**src/sserx_pkg.sv**
```systemverilog
// Constants and types for the synchronous serial receive and duplex block
package sserx_pkg;

  // ----------------------------------------------------------------
  // Register map
  // ----------------------------------------------------------------
  localparam logic [7:0] ADR_CTRL   = 8'h00;
  localparam logic [7:0] ADR_STAT   = 8'h04;
  localparam logic [2:0] ADR_DATA_H = 3'h1;
  localparam logic [31:0] CTRL_RST  = 32'h0000_0000;

  // ----------------------------------------------------------------
  // Field positions
  // ----------------------------------------------------------------
  localparam int CTRL_RUN     = 0;
  localparam int CTRL_ABORT   = 1;
  localparam int CTRL_MODE_LO = 2;
  localparam int CTRL_EXT     = 4;
  localparam int CTRL_W8      = 5;
  localparam int CTRL_CNT_LO  = 8;

  // ----------------------------------------------------------------
  // Sizes
  // ----------------------------------------------------------------
  localparam int NWORDS = 8;
  localparam logic [2:0] BIT_LAST8 = 3'h7;
  localparam logic [2:0] BIT_LAST4 = 3'h3;

  // ----------------------------------------------------------------
  // Timing
  // ----------------------------------------------------------------
  localparam int CLK_PERIOD_NS = 50;
  localparam int SCK_HALF_NS   = 200;
  localparam int SCK_HALF_CYC  = (SCK_HALF_NS + CLK_PERIOD_NS - 1) / CLK_PERIOD_NS;
  localparam logic [2:0] SCK_HALF_M1 = 3'(SCK_HALF_CYC - 1);

  // ----------------------------------------------------------------
  // Modes and states
  // ----------------------------------------------------------------
  typedef enum logic [1:0] {
    MODE_OFF    = 2'b00,
    MODE_RX     = 2'b01,
    MODE_DUPLEX = 2'b10
  } sserx_mode_t;

  typedef enum logic [1:0] {
    ST_IDLE  = 2'b00,
    ST_SHIFT = 2'b01,
    ST_WAIT  = 2'b10
  } sserx_state_t;

endpackage

```
**src/sserx_sync.sv**
```systemverilog
// Two-stage synchroniser for pin inputs
`timescale 1ns/100ps
`default_nettype none

module sserx_sync #(
  parameter int W = 2
) (
  input  wire logic         clk_i,
  input  wire logic         rst_i,
  input  wire logic [W-1:0] d_i,
  output logic      [W-1:0] q_o
);

  logic [W-1:0] meta_q;

  always_ff @(posedge clk_i) begin
    if (rst_i) begin
      meta_q <= '1;
      q_o    <= '1;
    end else begin
      meta_q <= d_i;
      q_o    <= meta_q;
    end
  end

endmodule

`default_nettype wire

```
**src/sserx_top.sv**
```systemverilog
// Synchronous serial receive and full-duplex engine with Wishbone registers
//
// The Wishbone register port and the address map were decided locally.
`timescale 1ns/100ps
`default_nettype none

module sserx_top
  import sserx_pkg::*;
(
  input  wire logic        clk_i,
  input  wire logic        rst_i,
  input  wire logic        cyc_i,
  input  wire logic        stb_i,
  input  wire logic        we_i,
  input  wire logic [7:0]  adr_i,
  input  wire logic [3:0]  sel_i,
  input  wire logic [31:0] dat_i,
  output logic      [31:0] dat_o,
  output logic             ack_o,
  input  wire logic        si_i,
  output logic             so_o,
  input  wire logic        sck_i,
  output logic             sck_o,
  output logic             sck_oe_n_o,
  output logic             transfer_done_irq_o
);

  // ----------------------------------------------------------------
  // Decode helpers
  // ----------------------------------------------------------------
  function automatic logic is_data(input logic [7:0] a);
    return a[7:5] == ADR_DATA_H;
  endfunction

  // ----------------------------------------------------------------
  // State
  // ----------------------------------------------------------------
  sserx_state_t state_q, state_d;
  sserx_mode_t  mode_q;
  logic         transfer_run_bit_q, ext_q, w8_q, stop_q, pend_q;
  logic         transfer_active_flag_q, sck_prev_q;
  logic [2:0]   cnt_q, words_q, widx_q, bit_q, div_q, idx_h_q;
  logic [7:0]   rx_q, tx_q;
  logic [7:0]   shared_data_buffer_q [0:NWORDS-1];
  logic [1:0]   sync_w;

  sserx_sync #(.W(2)) u_sync (
    .clk_i (clk_i),
    .rst_i (rst_i),
    .d_i   ({sck_i, si_i}),
    .q_o   (sync_w)
  );

  // ----------------------------------------------------------------
  // Bus decode
  // ----------------------------------------------------------------
  wire         sck_s     = sync_w[1];
  wire         si_s      = sync_w[0];
  wire         req       = cyc_i & stb_i & ~ack_o;
  wire         wr        = req & we_i;
  wire         rd        = req & ~we_i;
  wire         ctrl_wr   = wr & (adr_i == ADR_CTRL) & sel_i[0];
  wire         cnt_wr    = wr & (adr_i == ADR_CTRL) & sel_i[1];
  wire         data_wr   = wr & is_data(adr_i) & sel_i[0];
  wire         data_rd   = rd & is_data(adr_i);
  wire         abort_req = ctrl_wr & dat_i[CTRL_ABORT];
  wire         run_off   = ctrl_wr & ~dat_i[CTRL_RUN];
  wire sserx_mode_t new_mode = sserx_mode_t'(dat_i[CTRL_MODE_LO +: 2]);
  wire         mode_chg  = ctrl_wr & (new_mode != mode_q);

  // ----------------------------------------------------------------
  // Shift timing
  // ----------------------------------------------------------------
  wire         shifting  = state_q == ST_SHIFT;
  wire         duplex    = mode_q == MODE_DUPLEX;
  wire         wide      = duplex | w8_q;
  wire [2:0]   last_bit  = wide ? BIT_LAST8 : BIT_LAST4;
  wire         tick      = ~ext_q & (div_q == SCK_HALF_M1);
  wire         sck_line  = ext_q ? sck_s : sck_o;
  wire         lead      = shifting & (ext_q ? (sck_prev_q & ~sck_s) : (tick & sck_o));
  wire         trail     = shifting & (ext_q ? (~sck_prev_q & sck_s) : (tick & ~sck_o));
  wire [7:0]   rx_full   = {si_s, rx_q[7:1]};
  wire [7:0]   rx_word   = wide ? rx_full : {4'h0, rx_full[7:4]};
  wire         word_done = trail & (bit_q == last_bit);
  wire         burst_end = word_done & (widx_q == words_q);
  wire         overrun   = word_done & ext_q & ~duplex & pend_q;
  wire         hw_store  = word_done & ~overrun;
  wire         start     = (state_q == ST_IDLE) & transfer_run_bit_q & (mode_q != MODE_OFF);
  wire         idle_stop = shifting & stop_q & (bit_q == 3'h0) & sck_line & ~lead;
  wire         end_xfer  = abort_req | mode_chg | overrun | (word_done & stop_q) | idle_stop
                           | ((state_q == ST_WAIT) & stop_q);
  wire         rel_wait  = (~duplex & data_rd) | (duplex & data_wr);

  wire [31:0]  ctrl_rd = {21'h0, cnt_q, 2'h0, w8_q, ext_q, mode_q, 1'b0, transfer_run_bit_q};
  wire [31:0]  stat_rd = {30'h0, pend_q, transfer_active_flag_q};
  wire [31:0]  rd_mux  = (adr_i == ADR_CTRL) ? ctrl_rd :
                         (adr_i == ADR_STAT) ? stat_rd :
                         is_data(adr_i) ? {24'h0, shared_data_buffer_q[adr_i[4:2]]} : 32'h0000_0000;

  // ----------------------------------------------------------------
  // Sequencer
  // ----------------------------------------------------------------
  always_comb begin
    state_d = state_q;
    if (end_xfer) begin
      state_d = ST_IDLE;
    end else begin
      case (state_q)
        ST_IDLE:  if (start) state_d = ST_SHIFT;
        ST_SHIFT: if (burst_end & ~ext_q) state_d = ST_WAIT;
        ST_WAIT:  if (~pend_q) state_d = ST_SHIFT;
        default:  state_d = ST_IDLE;
      endcase
    end
  end

  always_ff @(posedge clk_i) begin
    if (rst_i) begin
      state_q                <= ST_IDLE;
      transfer_active_flag_q <= 1'b0;
      stop_q                 <= 1'b0;
    end else begin
      state_q                <= state_d;
      transfer_active_flag_q <= state_d != ST_IDLE;
      stop_q                 <= (state_d != ST_IDLE) & (stop_q | run_off);
    end
  end

  // ----------------------------------------------------------------
  // Control register
  // ----------------------------------------------------------------
  always_ff @(posedge clk_i) begin
    if (rst_i) begin
      transfer_run_bit_q <= CTRL_RST[CTRL_RUN];
      mode_q             <= sserx_mode_t'(CTRL_RST[CTRL_MODE_LO +: 2]);
      ext_q              <= CTRL_RST[CTRL_EXT];
      w8_q               <= CTRL_RST[CTRL_W8];
      cnt_q              <= CTRL_RST[CTRL_CNT_LO +: 3];
    end else begin
      if (ctrl_wr) begin
        transfer_run_bit_q <= dat_i[CTRL_RUN] & ~dat_i[CTRL_ABORT];
        mode_q             <= new_mode;
        ext_q              <= dat_i[CTRL_EXT];
        w8_q               <= dat_i[CTRL_W8];
      end else if (overrun) begin
        transfer_run_bit_q <= 1'b0;
      end
      if (cnt_wr) cnt_q <= dat_i[CTRL_CNT_LO +: 3];
    end
  end

  // ----------------------------------------------------------------
  // Shift engine
  // ----------------------------------------------------------------
  always_ff @(posedge clk_i) begin
    if (rst_i) begin
      words_q <= 3'h0;
      widx_q  <= 3'h0;
      bit_q   <= 3'h0;
      div_q   <= 3'h0;
      rx_q    <= 8'h00;
      tx_q    <= 8'h00;
      idx_h_q <= 3'h0;
    end else begin
      if (start | (state_q == ST_WAIT)) words_q <= cnt_q;
      if (start | end_xfer) begin
        widx_q <= 3'h0;
        bit_q  <= 3'h0;
      end else if (trail) begin
        bit_q  <= word_done ? 3'h0 : bit_q + 3'h1;
        if (word_done) widx_q <= burst_end ? 3'h0 : widx_q + 3'h1;
      end
      div_q <= (~shifting | tick) ? 3'h0 : div_q + 3'h1;
      if (trail) rx_q <= rx_full;
      if (lead) tx_q <= (bit_q == 3'h0) ? shared_data_buffer_q[widx_q] >> 1 : tx_q >> 1;
      if (hw_store) idx_h_q <= widx_q;
    end
  end

  // ----------------------------------------------------------------
  // Pending data and wait release
  // ----------------------------------------------------------------
  always_ff @(posedge clk_i) begin
    if (rst_i) begin
      pend_q <= 1'b0;
    end else if (burst_end & ~overrun) begin
      pend_q <= 1'b1;
    end else if (rel_wait | start) begin
      pend_q <= 1'b0;
    end
  end

  // ----------------------------------------------------------------
  // Buffer
  // ----------------------------------------------------------------
  always_ff @(posedge clk_i) begin
    if (rst_i | mode_chg) begin
      for (int i = 0; i < NWORDS; i++) begin
        shared_data_buffer_q[i] <= 8'h00;
      end
    end else begin
      if (data_wr) shared_data_buffer_q[adr_i[4:2]] <= dat_i[7:0];
      if (hw_store) shared_data_buffer_q[widx_q] <= rx_word;
    end
  end

  // ----------------------------------------------------------------
  // Pins, interrupt and bus answer
  // ----------------------------------------------------------------
  always_ff @(posedge clk_i) begin
    if (rst_i) begin
      so_o                <= 1'b1;
      sck_o               <= 1'b1;
      sck_oe_n_o          <= 1'b1;
      sck_prev_q          <= 1'b1;
      transfer_done_irq_o <= 1'b0;
      ack_o               <= 1'b0;
      dat_o               <= 32'h0000_0000;
    end else begin
      if (lead & duplex) begin
        so_o <= (bit_q == 3'h0) ? shared_data_buffer_q[widx_q][0] : tx_q[0];
      end
      sck_o               <= shifting ? (sck_o ^ tick) : 1'b1;
      sck_oe_n_o          <= ~((mode_q != MODE_OFF) & ~ext_q);
      sck_prev_q          <= sck_s;
      transfer_done_irq_o <= burst_end & ~overrun;
      ack_o               <= req;
      dat_o               <= rd ? rd_mux : 32'h0000_0000;
    end
  end

  // ----------------------------------------------------------------
  // Assertions
  // ----------------------------------------------------------------
  property p_abort_stops;
    @(posedge clk_i) disable iff (rst_i)
    abort_req |=> !transfer_active_flag_q && state_q == ST_IDLE;
  endproperty
  a_abort_stops: assert property (p_abort_stops) else $error("abort left block active");

  property p_start_active;
    @(posedge clk_i) disable iff (rst_i)
    start && !end_xfer |=> transfer_active_flag_q && state_q == ST_SHIFT;
  endproperty
  a_start_active: assert property (p_start_active) else $error("start did not set active");

  property p_irq_burst;
    @(posedge clk_i) disable iff (rst_i)
    burst_end && !overrun |=> transfer_done_irq_o ##1 !transfer_done_irq_o;
  endproperty
  a_irq_burst: assert property (p_irq_burst) else $error("done irq not a pulse");

  property p_wait_holds;
    @(posedge clk_i) disable iff (rst_i)
    state_q == ST_WAIT && pend_q && !end_xfer |=> state_q == ST_WAIT && sck_o;
  endproperty
  a_wait_holds: assert property (p_wait_holds) else $error("wait released early");

  property p_wait_release;
    @(posedge clk_i) disable iff (rst_i)
    state_q == ST_WAIT && rel_wait && !stop_q && !end_xfer
      |-> ##2 (state_q == ST_SHIFT || state_q == ST_IDLE);
  endproperty
  a_wait_release: assert property (p_wait_release) else $error("wait not released");

  property p_overrun_stop;
    @(posedge clk_i) disable iff (rst_i)
    overrun |=> !transfer_active_flag_q && !transfer_run_bit_q;
  endproperty
  a_overrun_stop: assert property (p_overrun_stop) else $error("overrun kept receiving");

  property p_upper_zero;
    @(posedge clk_i) disable iff (rst_i)
    hw_store && !wide |=> shared_data_buffer_q[idx_h_q][7:4] == 4'h0;
  endproperty
  a_upper_zero: assert property (p_upper_zero) else $error("narrow word upper bits set");

  property p_so_stable;
    @(posedge clk_i) disable iff (rst_i)
    !lead |=> $stable(so_o);
  endproperty
  a_so_stable: assert property (p_so_stable) else $error("output moved off leading edge");

  property p_stop_end;
    @(posedge clk_i) disable iff (rst_i)
    word_done && stop_q |=> !transfer_active_flag_q ##0 $past(hw_store);
  endproperty
  a_stop_end: assert property (p_stop_end) else $error("stop did not finish word");

  property p_mode_clear;
    @(posedge clk_i) disable iff (rst_i)
    mode_chg |=> shared_data_buffer_q[0] == 8'h00 && !transfer_active_flag_q;
  endproperty
  a_mode_clear: assert property (p_mode_clear) else $error("mode change kept buffer");

  property p_lsb_first;
    @(posedge clk_i) disable iff (rst_i)
    trail |=> rx_q[7] == $past(si_s);
  endproperty
  a_lsb_first: assert property (p_lsb_first) else $error("input bit not shifted in");

  c_rx_burst:   cover property (@(posedge clk_i) disable iff (rst_i) burst_end && !duplex);
  c_duplex_wait: cover property (@(posedge clk_i) disable iff (rst_i)
                                state_q == ST_WAIT && duplex);
  c_overrun:    cover property (@(posedge clk_i) disable iff (rst_i) overrun);

endmodule

`default_nettype wire

```
**config.mk**
```make
export PLATFORM = sky130hd
export DESIGN_NAME = sserx_top
export DESIGN_NICKNAME = d
export VERILOG_FILES = /design/src/sserx_pkg.sv /design/src/sserx_sync.sv /design/src/sserx_top.sv
export SDC_FILE = /design/constraint.sdc
export NUM_CORES = 1
export LEC_CHECK = 0
export ABC_AREA = 1
export BUFFER_PORTS_ARGS = -buffer_cell sky130_fd_sc_hd__buf_2
export CORE_MARGIN = 2
export CORE_UTILIZATION = 38
export DETAILED_ROUTE_END_ITERATION = 7
export PLACE_DENSITY_LB_ADDON = 0.08
export RECOVER_POWER = 100
export SYNTH_ARGS = -nofsm -noshare
export SYNTH_HDL_FRONTEND = slang
export SYNTH_HIERARCHICAL = 1
export SYNTH_SLANG_ARGS = --single-unit
export TNS_END_PERCENT = 100
```
**constraint.sdc**
```tcl
create_clock -name clk_i -period 5.75 [get_ports clk_i]
set_clock_uncertainty 0.2 [all_clocks]
set_input_delay 0.8625 -clock clk_i [delete_from_list [all_inputs] [get_ports clk_i]]
set_output_delay 0.8625 -clock clk_i [all_outputs]
set_load 0.02 [all_outputs]
```
==> metrics.csv, run 1 <==
stage;metric;value;unit
drt;drtPass1Iterations;5;
job;drv_cap;2;
grt;grt_pass1_wl;32900;um
critical_path;worstPathArrival;4.07;ns
clocking;cts_max_level;4;
drt;drt-total-wl;21700;um
yosys;syn_area;6890;um2
placed_design;io_buffers;43;
yosys;yosys.area.top_type_share;0.279;
grt;overflow;0;
critical_path;critPathKind;in2reg;
yosys;async_reset_ff_frac;0;
finish;nets;936;
hold_path;hold_path.class;reg2reg;
drt;via_per_inst;5.46;
yosys;synth-edff-count;64;
sta;holdWs;0.218;ns
sta;tns;0;ns
placed_design;post-place-ws;2.00;ns
drt;wl_per_cell;19.3;um
yosys;ys_seq_area_frac;0.462;
critical_path;worst_path_max_delay_cell;nor2_1;
critical_path;cpPeakStageDelay;1.23;ns
finish;num-fill-cells;1825;
sta;drv_slew;63;
sta;maxSlewHeadroom;-0.333;
critical_path;worstSetupEndpointType;flip-flop;
finish;finish.utilization;0.432;
floorplanning;initial_core_util;0.385;
floorplanning;ioPinCount;88;
yosys;yosys_register_bits;127;
floorplanning;coreArea;17900;um2
power;powerDensity;280;nW/um2
finish;synthToLayoutAreaGrowth;12.2;%
sta;setup_slack;1.49;ns
clocking;cts_hold_buf;0;
floorplanning;die_w;139;um
placed_design;hpwl;15500;um
sta;fin_crit_sh;0.741;
finish;antenna_cells;0;
clocking;cts_resized;0;
yosys;synth_cells;840;
sta;finalSetupViolCount;0;
critical_path;crit_path_start;adr_i[2];
outcome;violations;capacitance limit, slew limit;
power;peakVddDrop;0.205;mV
power;p_leak;0.00292;uW
clocking;tritoncts;built;
drt;postRouteAntennaNets;0;
finish;drive_above_1_share;0.112;
sta;finalHoldViolations;0;
clocking;clk-insertion-delay-late;0.43;ns
clocking;clock-sinks;127;
yosys;synth_cell_types;36;
floorplanning;die-area;19200;um2
sta;period_needed;4.26;ns
yosys;ys_warn_count;6;
critical_path;cp.required;5.56;ns
grt;grt_max_degree;45;
sta;fmax;235;MHz
hold_path;hp-start;u_sync/meta_q[1]$_SDFF_PP1_;
critical_path;crit_fanout;25;
yosys;synth-main-ff-cell;edfxtp_1;
critical_path;cp_cell_sequence;buf_2 > nor2_1 > nand2_1 > nor2_1 > nand3_1 > nand2_1 > nor2_8 > nand3_4 > nand3b_1;
drt;drt_iter0_drc;552;
clocking;clock_path_buffers;2;
drt;drcViolationCount;0;
grt;track_usage;0.226;
clocking;cts_buffers;17;
floorplanning;dieHeight;139;um
outcome;status;complete, but fails checks;
grt;grt_pass1_vias;5877;
power;fin_total_pwr;2170;uW
sta;rsz0062_at_grt;false;
clocking;root_buffer;clkbuf_16;
drt;num_vias;6115;
grt;grt_antenna_before_repair;0;
yosys;yosys.area.top_type;edfxtp_1;
yosys;synthTopCellsByArea;edfxtp_1 28%, dfxtp_1 18%, nand2_1 7.7%;
critical_path;startpoint_type;primary input;
floorplanning;num_rows;49;
clocking;clk_pin_slew;0.06;ns
clocking;cts_setup_buffers;0;
sta;max_slew.worst_pin.slew;2.00;ns
placed_design;place_congestion;0.867;
yosys;synth_area_per_cell;8.20;um2
cells in the final DEF (no fill, tap or decap), types with 2 or more instances in the layout:
cell / Yosys / routed
nand2_1: 141 / 143
o21ai_0: 85 / 131
nor2_1: 96 / 99
inv_1: 73 / 74
edfxtp_1: 64 / 64
dfxtp_1: 63 / 63
a21oi_1: 51 / 51
nand3_1: 32 / 32
buf_2: 3 / 26
o21ai_1: 69 / 23
conb_1: 1 / 21
clkbuf_1: 23 / 20
clkbuf_16: 0 / 19
o211ai_1: 18 / 18
nand2_4: 13 / 13
o221ai_1: 13 / 13
nand3_4: 9 / 9
nand4_1: 8 / 8
nand3b_1: 8 / 8
ha_1: 7 / 7
inv_2: 6 / 5
clkinvlp_2: 0 / 5
a221oi_1: 5 / 5
clkinv_2: 0 / 5
clkinv_4: 8 / 4
nor3_1: 3 / 3
buf_4: 21 / 3
nand2_2: 4 / 2
xor2_1: 2 / 2
xnor2_1: 2 / 2
inv_4: 0 / 2
clkbuf_8: 0 / 2
flip-flops by register name (all words and copies together) (netlist names), 2 cells and up, named ones only:
register,flops
cnt_q,3
widx_q,3
mode_q,2
bit_q,3
u_sync/q_o,2
state_q,2
u_sync/meta_q,2
rx_q,7
div_q,3
shared_data_buffer_q,64
dat_o,11
tx_q,7
words_q,3
per-stage QoR:
step,std cells,cell area (um2)
global route,1120,7730
global placement,1088,7220
detailed placement,1088,7220
CTS,1120,7810
floorplan,860,6960
finish,1120,7730
final timing paths:
kind                                               end  slack, ns  depth (start not counted)
setup / recovery  shared_data_buffer_q[0][7]$_DFFE_PP_       1.49                          9
hold / removal                u_sync/q_o[1]$_SDFF_PP1_       0.22                          2
setup reg to reg                     so_o$_SDFFE_PP1P_       1.86                          9
hold reg to reg               u_sync/q_o[1]$_SDFF_PP1_       0.22                          2
where the power goes:
| group | internal [uW] | switching [uW] | leakage (uW) | total (uW) |
|---|---|---|---|---|
| Sequential | 966 | 8.02 | 0.00118 | 974 |
| Combinational | 24.3 | 86.8 | 0.00145 | 111 |
| Clock | 666 | 415 | 0.000298 | 1080 |
| Total | 1660 | 510 | 0.00292 | 2170 |
layout make-up:
| cell class | count | area (um2) | area share |
|---|---|---|---|
| Sequential cell | 127 | 3180 | 0.412 |
| Multi-Input combinational cell | 596 | 3090 | 0.400 |
| Clock buffer | 23 | 510 | 0.0660 |
| Inverter | 89 | 360 | 0.0466 |
| Tap cell | 229 | 287 | 0.0371 |
| Timing Repair Buffer | 47 | 220 | 0.0285 |
| Clock inverter | 9 | 76.3 | 0.00987 |
kinds of logic (layout without fill, tap and decap cells):
family	Yosys count	after routing	share of synthesized area
AND/OR/NAND/NOR	320	320	0.230
AO/OA/AOI/OAI	244	244	0.195
buffers and inverters	137	168	0.0943
flip-flops	127	127	0.462
adder cells (fa/ha/maj)	7	7	0.0127
XOR/XNOR	4	4	0.00509
other	1	21	0.000545
Yosys cell counts (all sizes together), types with 2 or more instances:
| cell | count |
|---|---|
| nand2 | 158 |
| o21ai | 154 |
| nor2 | 101 |
| inv | 80 |
| edfxtp | 64 |
| dfxtp | 63 |
| a21oi | 51 |
| nand3 | 41 |
| buf | 25 |
| clkbuf | 23 |
| o211ai | 18 |
| o221ai | 13 |
| clkinv | 9 |
| nand3b | 8 |
| nand4 | 8 |
| ha | 7 |
| a221oi | 5 |
| nor3 | 3 |
| xnor2 | 2 |
| xor2 | 2 |
routing by layer:
layer,routed length (um),GRT usage
met5,0,0
met4,356,0.0750
met3,1570,0.0559
met2,10500,0.381
met1,9270,0.286
worst max-delay path: cells and delay by family:
kind                   cells  cell delay [ns]
AND/OR/NAND/NOR            8             2.89
buffers and inverters      1             0.29
No activity file was read; power rests on OpenSTA's default activity.
==> run 2: changes to the inputs <==
--- a/config.mk
+++ b/config.mk
@@ -5,7 +5,7 @@
 export SDC_FILE = /design/constraint.sdc
 export NUM_CORES = 1
 export LEC_CHECK = 0
-export ABC_AREA = 1
+export ABC_AREA = 0
 export BUFFER_PORTS_ARGS = -buffer_cell sky130_fd_sc_hd__buf_2
 export CORE_MARGIN = 2
 export CORE_UTILIZATION = 38
==> constraint.sdc (replaced) <==
create_clock -name clk_i -period 4.35 [get_ports clk_i]
set_clock_uncertainty 0.2 [all_clocks]
set_input_delay 0.6525 -clock clk_i [delete_from_list [all_inputs] [get_ports clk_i]]
set_output_delay 0.6525 -clock clk_i [all_outputs]
set_load 0.02 [all_outputs]
==> metrics.csv, run 2 <==
stage;metric;value;unit;change
finish;finish.utilization;0.435;;was 0.432
drt;drt-total-wl;22200;um;was 21,700 um
finish;drive_above_1_share;0.127;;was 0.112
placed_design;hpwl;15900;um;was 15,500 um
drt;postRouteAntennaNets;0;;unchanged
critical_path;crit_path_end;shared_data_buffer_q[2][0]$_DFFE_PP_;;was shared_data_buffer_q[0][7]$_DFFE_PP_
yosys;synth-edff-count;64;;unchanged
critical_path;path_depth;5;;was 9
critical_path;startpoint_type;primary input;;unchanged
sta;period_needed;3.67;ns;
clocking;root_buffer;clkbuf_16;;unchanged
clocking;cts_setup_buffers;0;;unchanged
finish;most-common-layout-cells;109 x mux2i_1, 70 x nand3_1, 66 x nand2_1;;was 143 x nand2_1, 131 x o21ai_0, 99 x nor2_1
critical_path;worst_path_max_delay_cell;clkbuf_1;;was nor2_1
drt;drtPass1Iterations;5;;unchanged
critical_path;cpPeakStageDelay;1.13;ns;was 1.23 ns
yosys;synth_area_per_cell;10.5;um2;was 8.20 um2
yosys;async_reset_ff_frac;0;;unchanged
floorplanning;num_rows;50;;was 49
finish;antenna_cells;0;;unchanged
yosys;synth-main-ff-cell;edfxtp_1;;unchanged
sta;tns;0;ns;unchanged
critical_path;r2r_slack;0.68;ns;was 1.86 ns
clocking;cts_max_level;4;;unchanged
critical_path;cp.required;4.19;ns;was 5.56 ns
floorplanning;dieHeight;141;um;was 139 um
critical_path;r2r_start;div_q[0]$_SDFF_PP0_;;
hold_path;hold_path.class;reg2reg;;unchanged
clocking;tritoncts;built;;unchanged
critical_path;worstPathArrival;3.51;ns;was 4.07 ns
grt;grt_pass1_wl;33200;um;was 32,900 um
grt;grt_pass1_vias;5269;;was 5,877
yosys;yosys.area.top_type_share;0.270;;was 0.279
finish;layout_commonest_cell;mux2i_1;;was nand2_1
yosys;yosys_register_bits;127;;unchanged
yosys;synth_common_cells;109 x mux2i_1, 70 x nand3_1, 66 x nand2_1;;was 141 x nand2_1, 96 x nor2_1, 85 x o21ai_0
sta;max_slew.worst_pin.slew;1.64;ns;was 2.00 ns
sta;holdWs;0.201;ns;was 0.218 ns
critical_path;crit_top_cell;clkbuf_1;;
critical_path;cp_cell_sequence;clkbuf_1 > clkbuf_1 > nor2_1 > o311ai_0 > clkbuf_1;;was buf_2 > nor2_1 > nand2_1 > nor2_1 > nand3_1 > nand2_1 > nor2_8 > nand3_4 > nand3b_1
clocking;clock_path_buffers;2;;unchanged
floorplanning;initial_core_util;0.385;;about the same
clocking;clock-sinks;127;;unchanged
power;peakVddDrop;0.230;mV;was 0.205 mV
outcome;status;complete, but fails checks;;unchanged
sta;rsz0062_at_grt;false;;unchanged
critical_path;critPathKind;in2reg;;unchanged
critical_path;rr_worst_depth;9;;unchanged
finish;synthToLayoutAreaGrowth;13.0;%;was 12.2%
grt;track_usage;0.230;;was 0.226
yosys;yosys.area.top_type;edfxtp_1;;unchanged
yosys;synth_most_common_cell;mux2i_1;;was nand2_1
sta;drv_slew;9;;was 63
job;drv_cap;1;;was 2
yosys;synth_cells;679;;was 840
critical_path;crit_path_start;rst_i;;was adr_i[2]
sta;fmax;272;MHz;
critical_path;crit_fanout;28;;was 25
clocking;clk-insertion-delay-late;0.42;ns;was 0.43 ns
drt;wl_per_cell;22.7;um;was 19.3 um
yosys;ys_warn_count;6;;unchanged
placed_design;place_congestion;0.854;;was 0.867
sta;fin_crit_sh;0.844;;
finish;top_regs;shared_data_buffer_q (64), dat_o (11);;unchanged
floorplanning;coreArea;18500;um2;was 17,900 um2
critical_path;critPathTopFamily;buffers and inverters;;was simple AND/OR/NAND/NOR gates
yosys;synth_cell_types;58;;was 36
sta;finalHoldViolations;0;;unchanged
yosys;ys_seq_area_frac;0.447;;was 0.462
power;powerDensity;366;nW/um2;was 280 nW/um2
grt;grt_max_degree;33;;was 45
yosys;synthTopCellsByArea;edfxtp_1 27%, dfxtp_1 18%, mux2i_1 15%;;was edfxtp_1 28%, dfxtp_1 18%, nand2_1 7.7%
drt;via_per_inst;5.66;;was 5.46
critical_path;reg2reg_to;shared_data_buffer_q[7][7]$_DFFE_PP_;;was so_o$_SDFFE_PP1P_
finish;nets;788;;was 936
floorplanning;ioPinCount;88;;unchanged
sta;finalSetupViolCount;0;;unchanged
power;p_leak;0.00280;uW;was 0.00292 uW
drt;num_vias;5533;;was 6,115
critical_path;worstSetupEndpointType;flip-flop;;unchanged
clocking;clk_pin_slew;0.06;ns;about the same
drt;drt_iter0_drc;486;;was 552
clocking;cts_buffers;17;;unchanged
finish;largest-register;shared_data_buffer_q;;unchanged
finish;largest_register_ffs;64;;unchanged
grt;overflow;0;;unchanged
outcome;violations;capacitance limit, slew limit;;unchanged
placed_design;io_buffers;43;;unchanged
clocking;cts_resized;0;;unchanged
yosys;syn_area;7120;um2;was 6890 um2
floorplanning;die-area;19900;um2;was 19,200 um2
critical_path;cp_num_buf_inv;3;;was 1
sta;maxSlewHeadroom;-0.105;;was -0.333
clocking;cts_hold_buf;0;;unchanged
grt;grt_antenna_before_repair;0;;unchanged
finish;num-fill-cells;1808;;was 1,825
drt;drcViolationCount;0;;unchanged
floorplanning;die_w;141;um;was 139 um
-- run 2: cell types whose count changed after synthesis, sizes merged, moves of 13 or more --
cell / before / now
o21ai: 154 / 18
mux2i: 0 / 109
nand2: 158 / 66
inv: 80 / 11
nor2: 101 / 36
a21oi: 51 / 12
nand3: 41 / 70
mux4: 0 / 20
nand2b: 0 / 14
nor3: 3 / 16
-- run 2: layout make-up --
| cell class | instances | area, um2 | share of cell area |
|---|---|---|---|
| clock inverter | 11 | 124 | 0.0154 |
| multi-input combinational | 498 | 3550 | 0.442 |
| timing repair buffer | 75 | 359 | 0.0446 |
| sequential | 127 | 3180 | 0.396 |
| inverter | 11 | 41.3 | 0.00513 |
| tap | 234 | 293 | 0.0364 |
| clock buffer | 21 | 493 | 0.0613 |
-- run 2: power breakdown --
group | total [uW] | switching [uW] | leakage [uW] | internal, uW
Combinational | 172 | 116 | 0.00134 | 56.0
Clock | 1480 | 547 | 0.000309 | 930
Sequential | 1300 | 14.6 | 0.00116 | 1280
-- run 2: layer usage --
layer  vias up  GRT usage  wire length, um
met5         -     0.0150                0
met4         0     0.0616              359
met3        27     0.0550             1570
met2       218      0.367            10600
met1      2693      0.313             9660
li1       2595          -                -
-- run 2: worst min-delay path by stage --
stage / cells after the start / slack [ns] / end / start
finish: 1 / 0.20 / u_sync/q_o[1]$_SDFF_PP1_ / u_sync/meta_q[1]$_SDFF_PP1_
global route: 2 / 0.20 / u_sync/meta_q[0]$_SDFF_PP1_ / si_i
CTS: 2 / 0.19 / u_sync/meta_q[1]$_SDFF_PP1_ / sck_i
detailed placement: 1 / 0.19 / u_sync/q_o[1]$_SDFF_PP1_ / u_sync/meta_q[1]$_SDFF_PP1_
global placement: 1 / 0.19 / u_sync/q_o[1]$_SDFF_PP1_ / u_sync/meta_q[1]$_SDFF_PP1_
floorplan: 1 / 0.18 / u_sync/q_o[1]$_SDFF_PP1_ / u_sync/meta_q[1]$_SDFF_PP1_
-- run 2: kinds of logic (layout without fill, tap and decap cells) --
| logic type | Yosys count | after routing | synth area share |
|---|---|---|---|
| buffers and inverters | 74 | 118 | 0.0555 |
| adders and majority gates | 7 | 7 | 0.0123 |
| other | 1 | 21 | 0.000527 |
| DFF | 127 | 127 | 0.447 |
| xor gates and xnor gates | 5 | 5 | 0.00615 |
| AOI/OAI and AO/OA | 77 | 77 | 0.0727 |
| and+or+nand+nor | 258 | 258 | 0.188 |
| muxes | 130 | 130 | 0.218 |
-- run 2: per-stage QoR --
step | worst slack [ns] | cells | total power [uW] | cell area, um2
floorplan | 1.04 | 699 | 1440 | 7200
global route | 0.461 | 977 | 3030 | 8050
global placement | 0.630 | 945 | 1490 | 7590
finish | 0.680 | 977 | 2940 | 8050
CTS | 1.01 | 977 | 2970 | 8210
detailed placement | 0.570 | 945 | 1500 | 7590
-- run 2: worst register-to-register path, cell delays in order, from the launching register on --
cell and delay, ns:
dfxtp_1 0.33, ha_1 0.15, ha_1 0.15, nor2b_1 0.23
ha_1 0.21, nand2b_1 0.09, nand2_1 0.13, o2111ai_1 0.32
nor3_1 1.34, mux2i_1 0.21
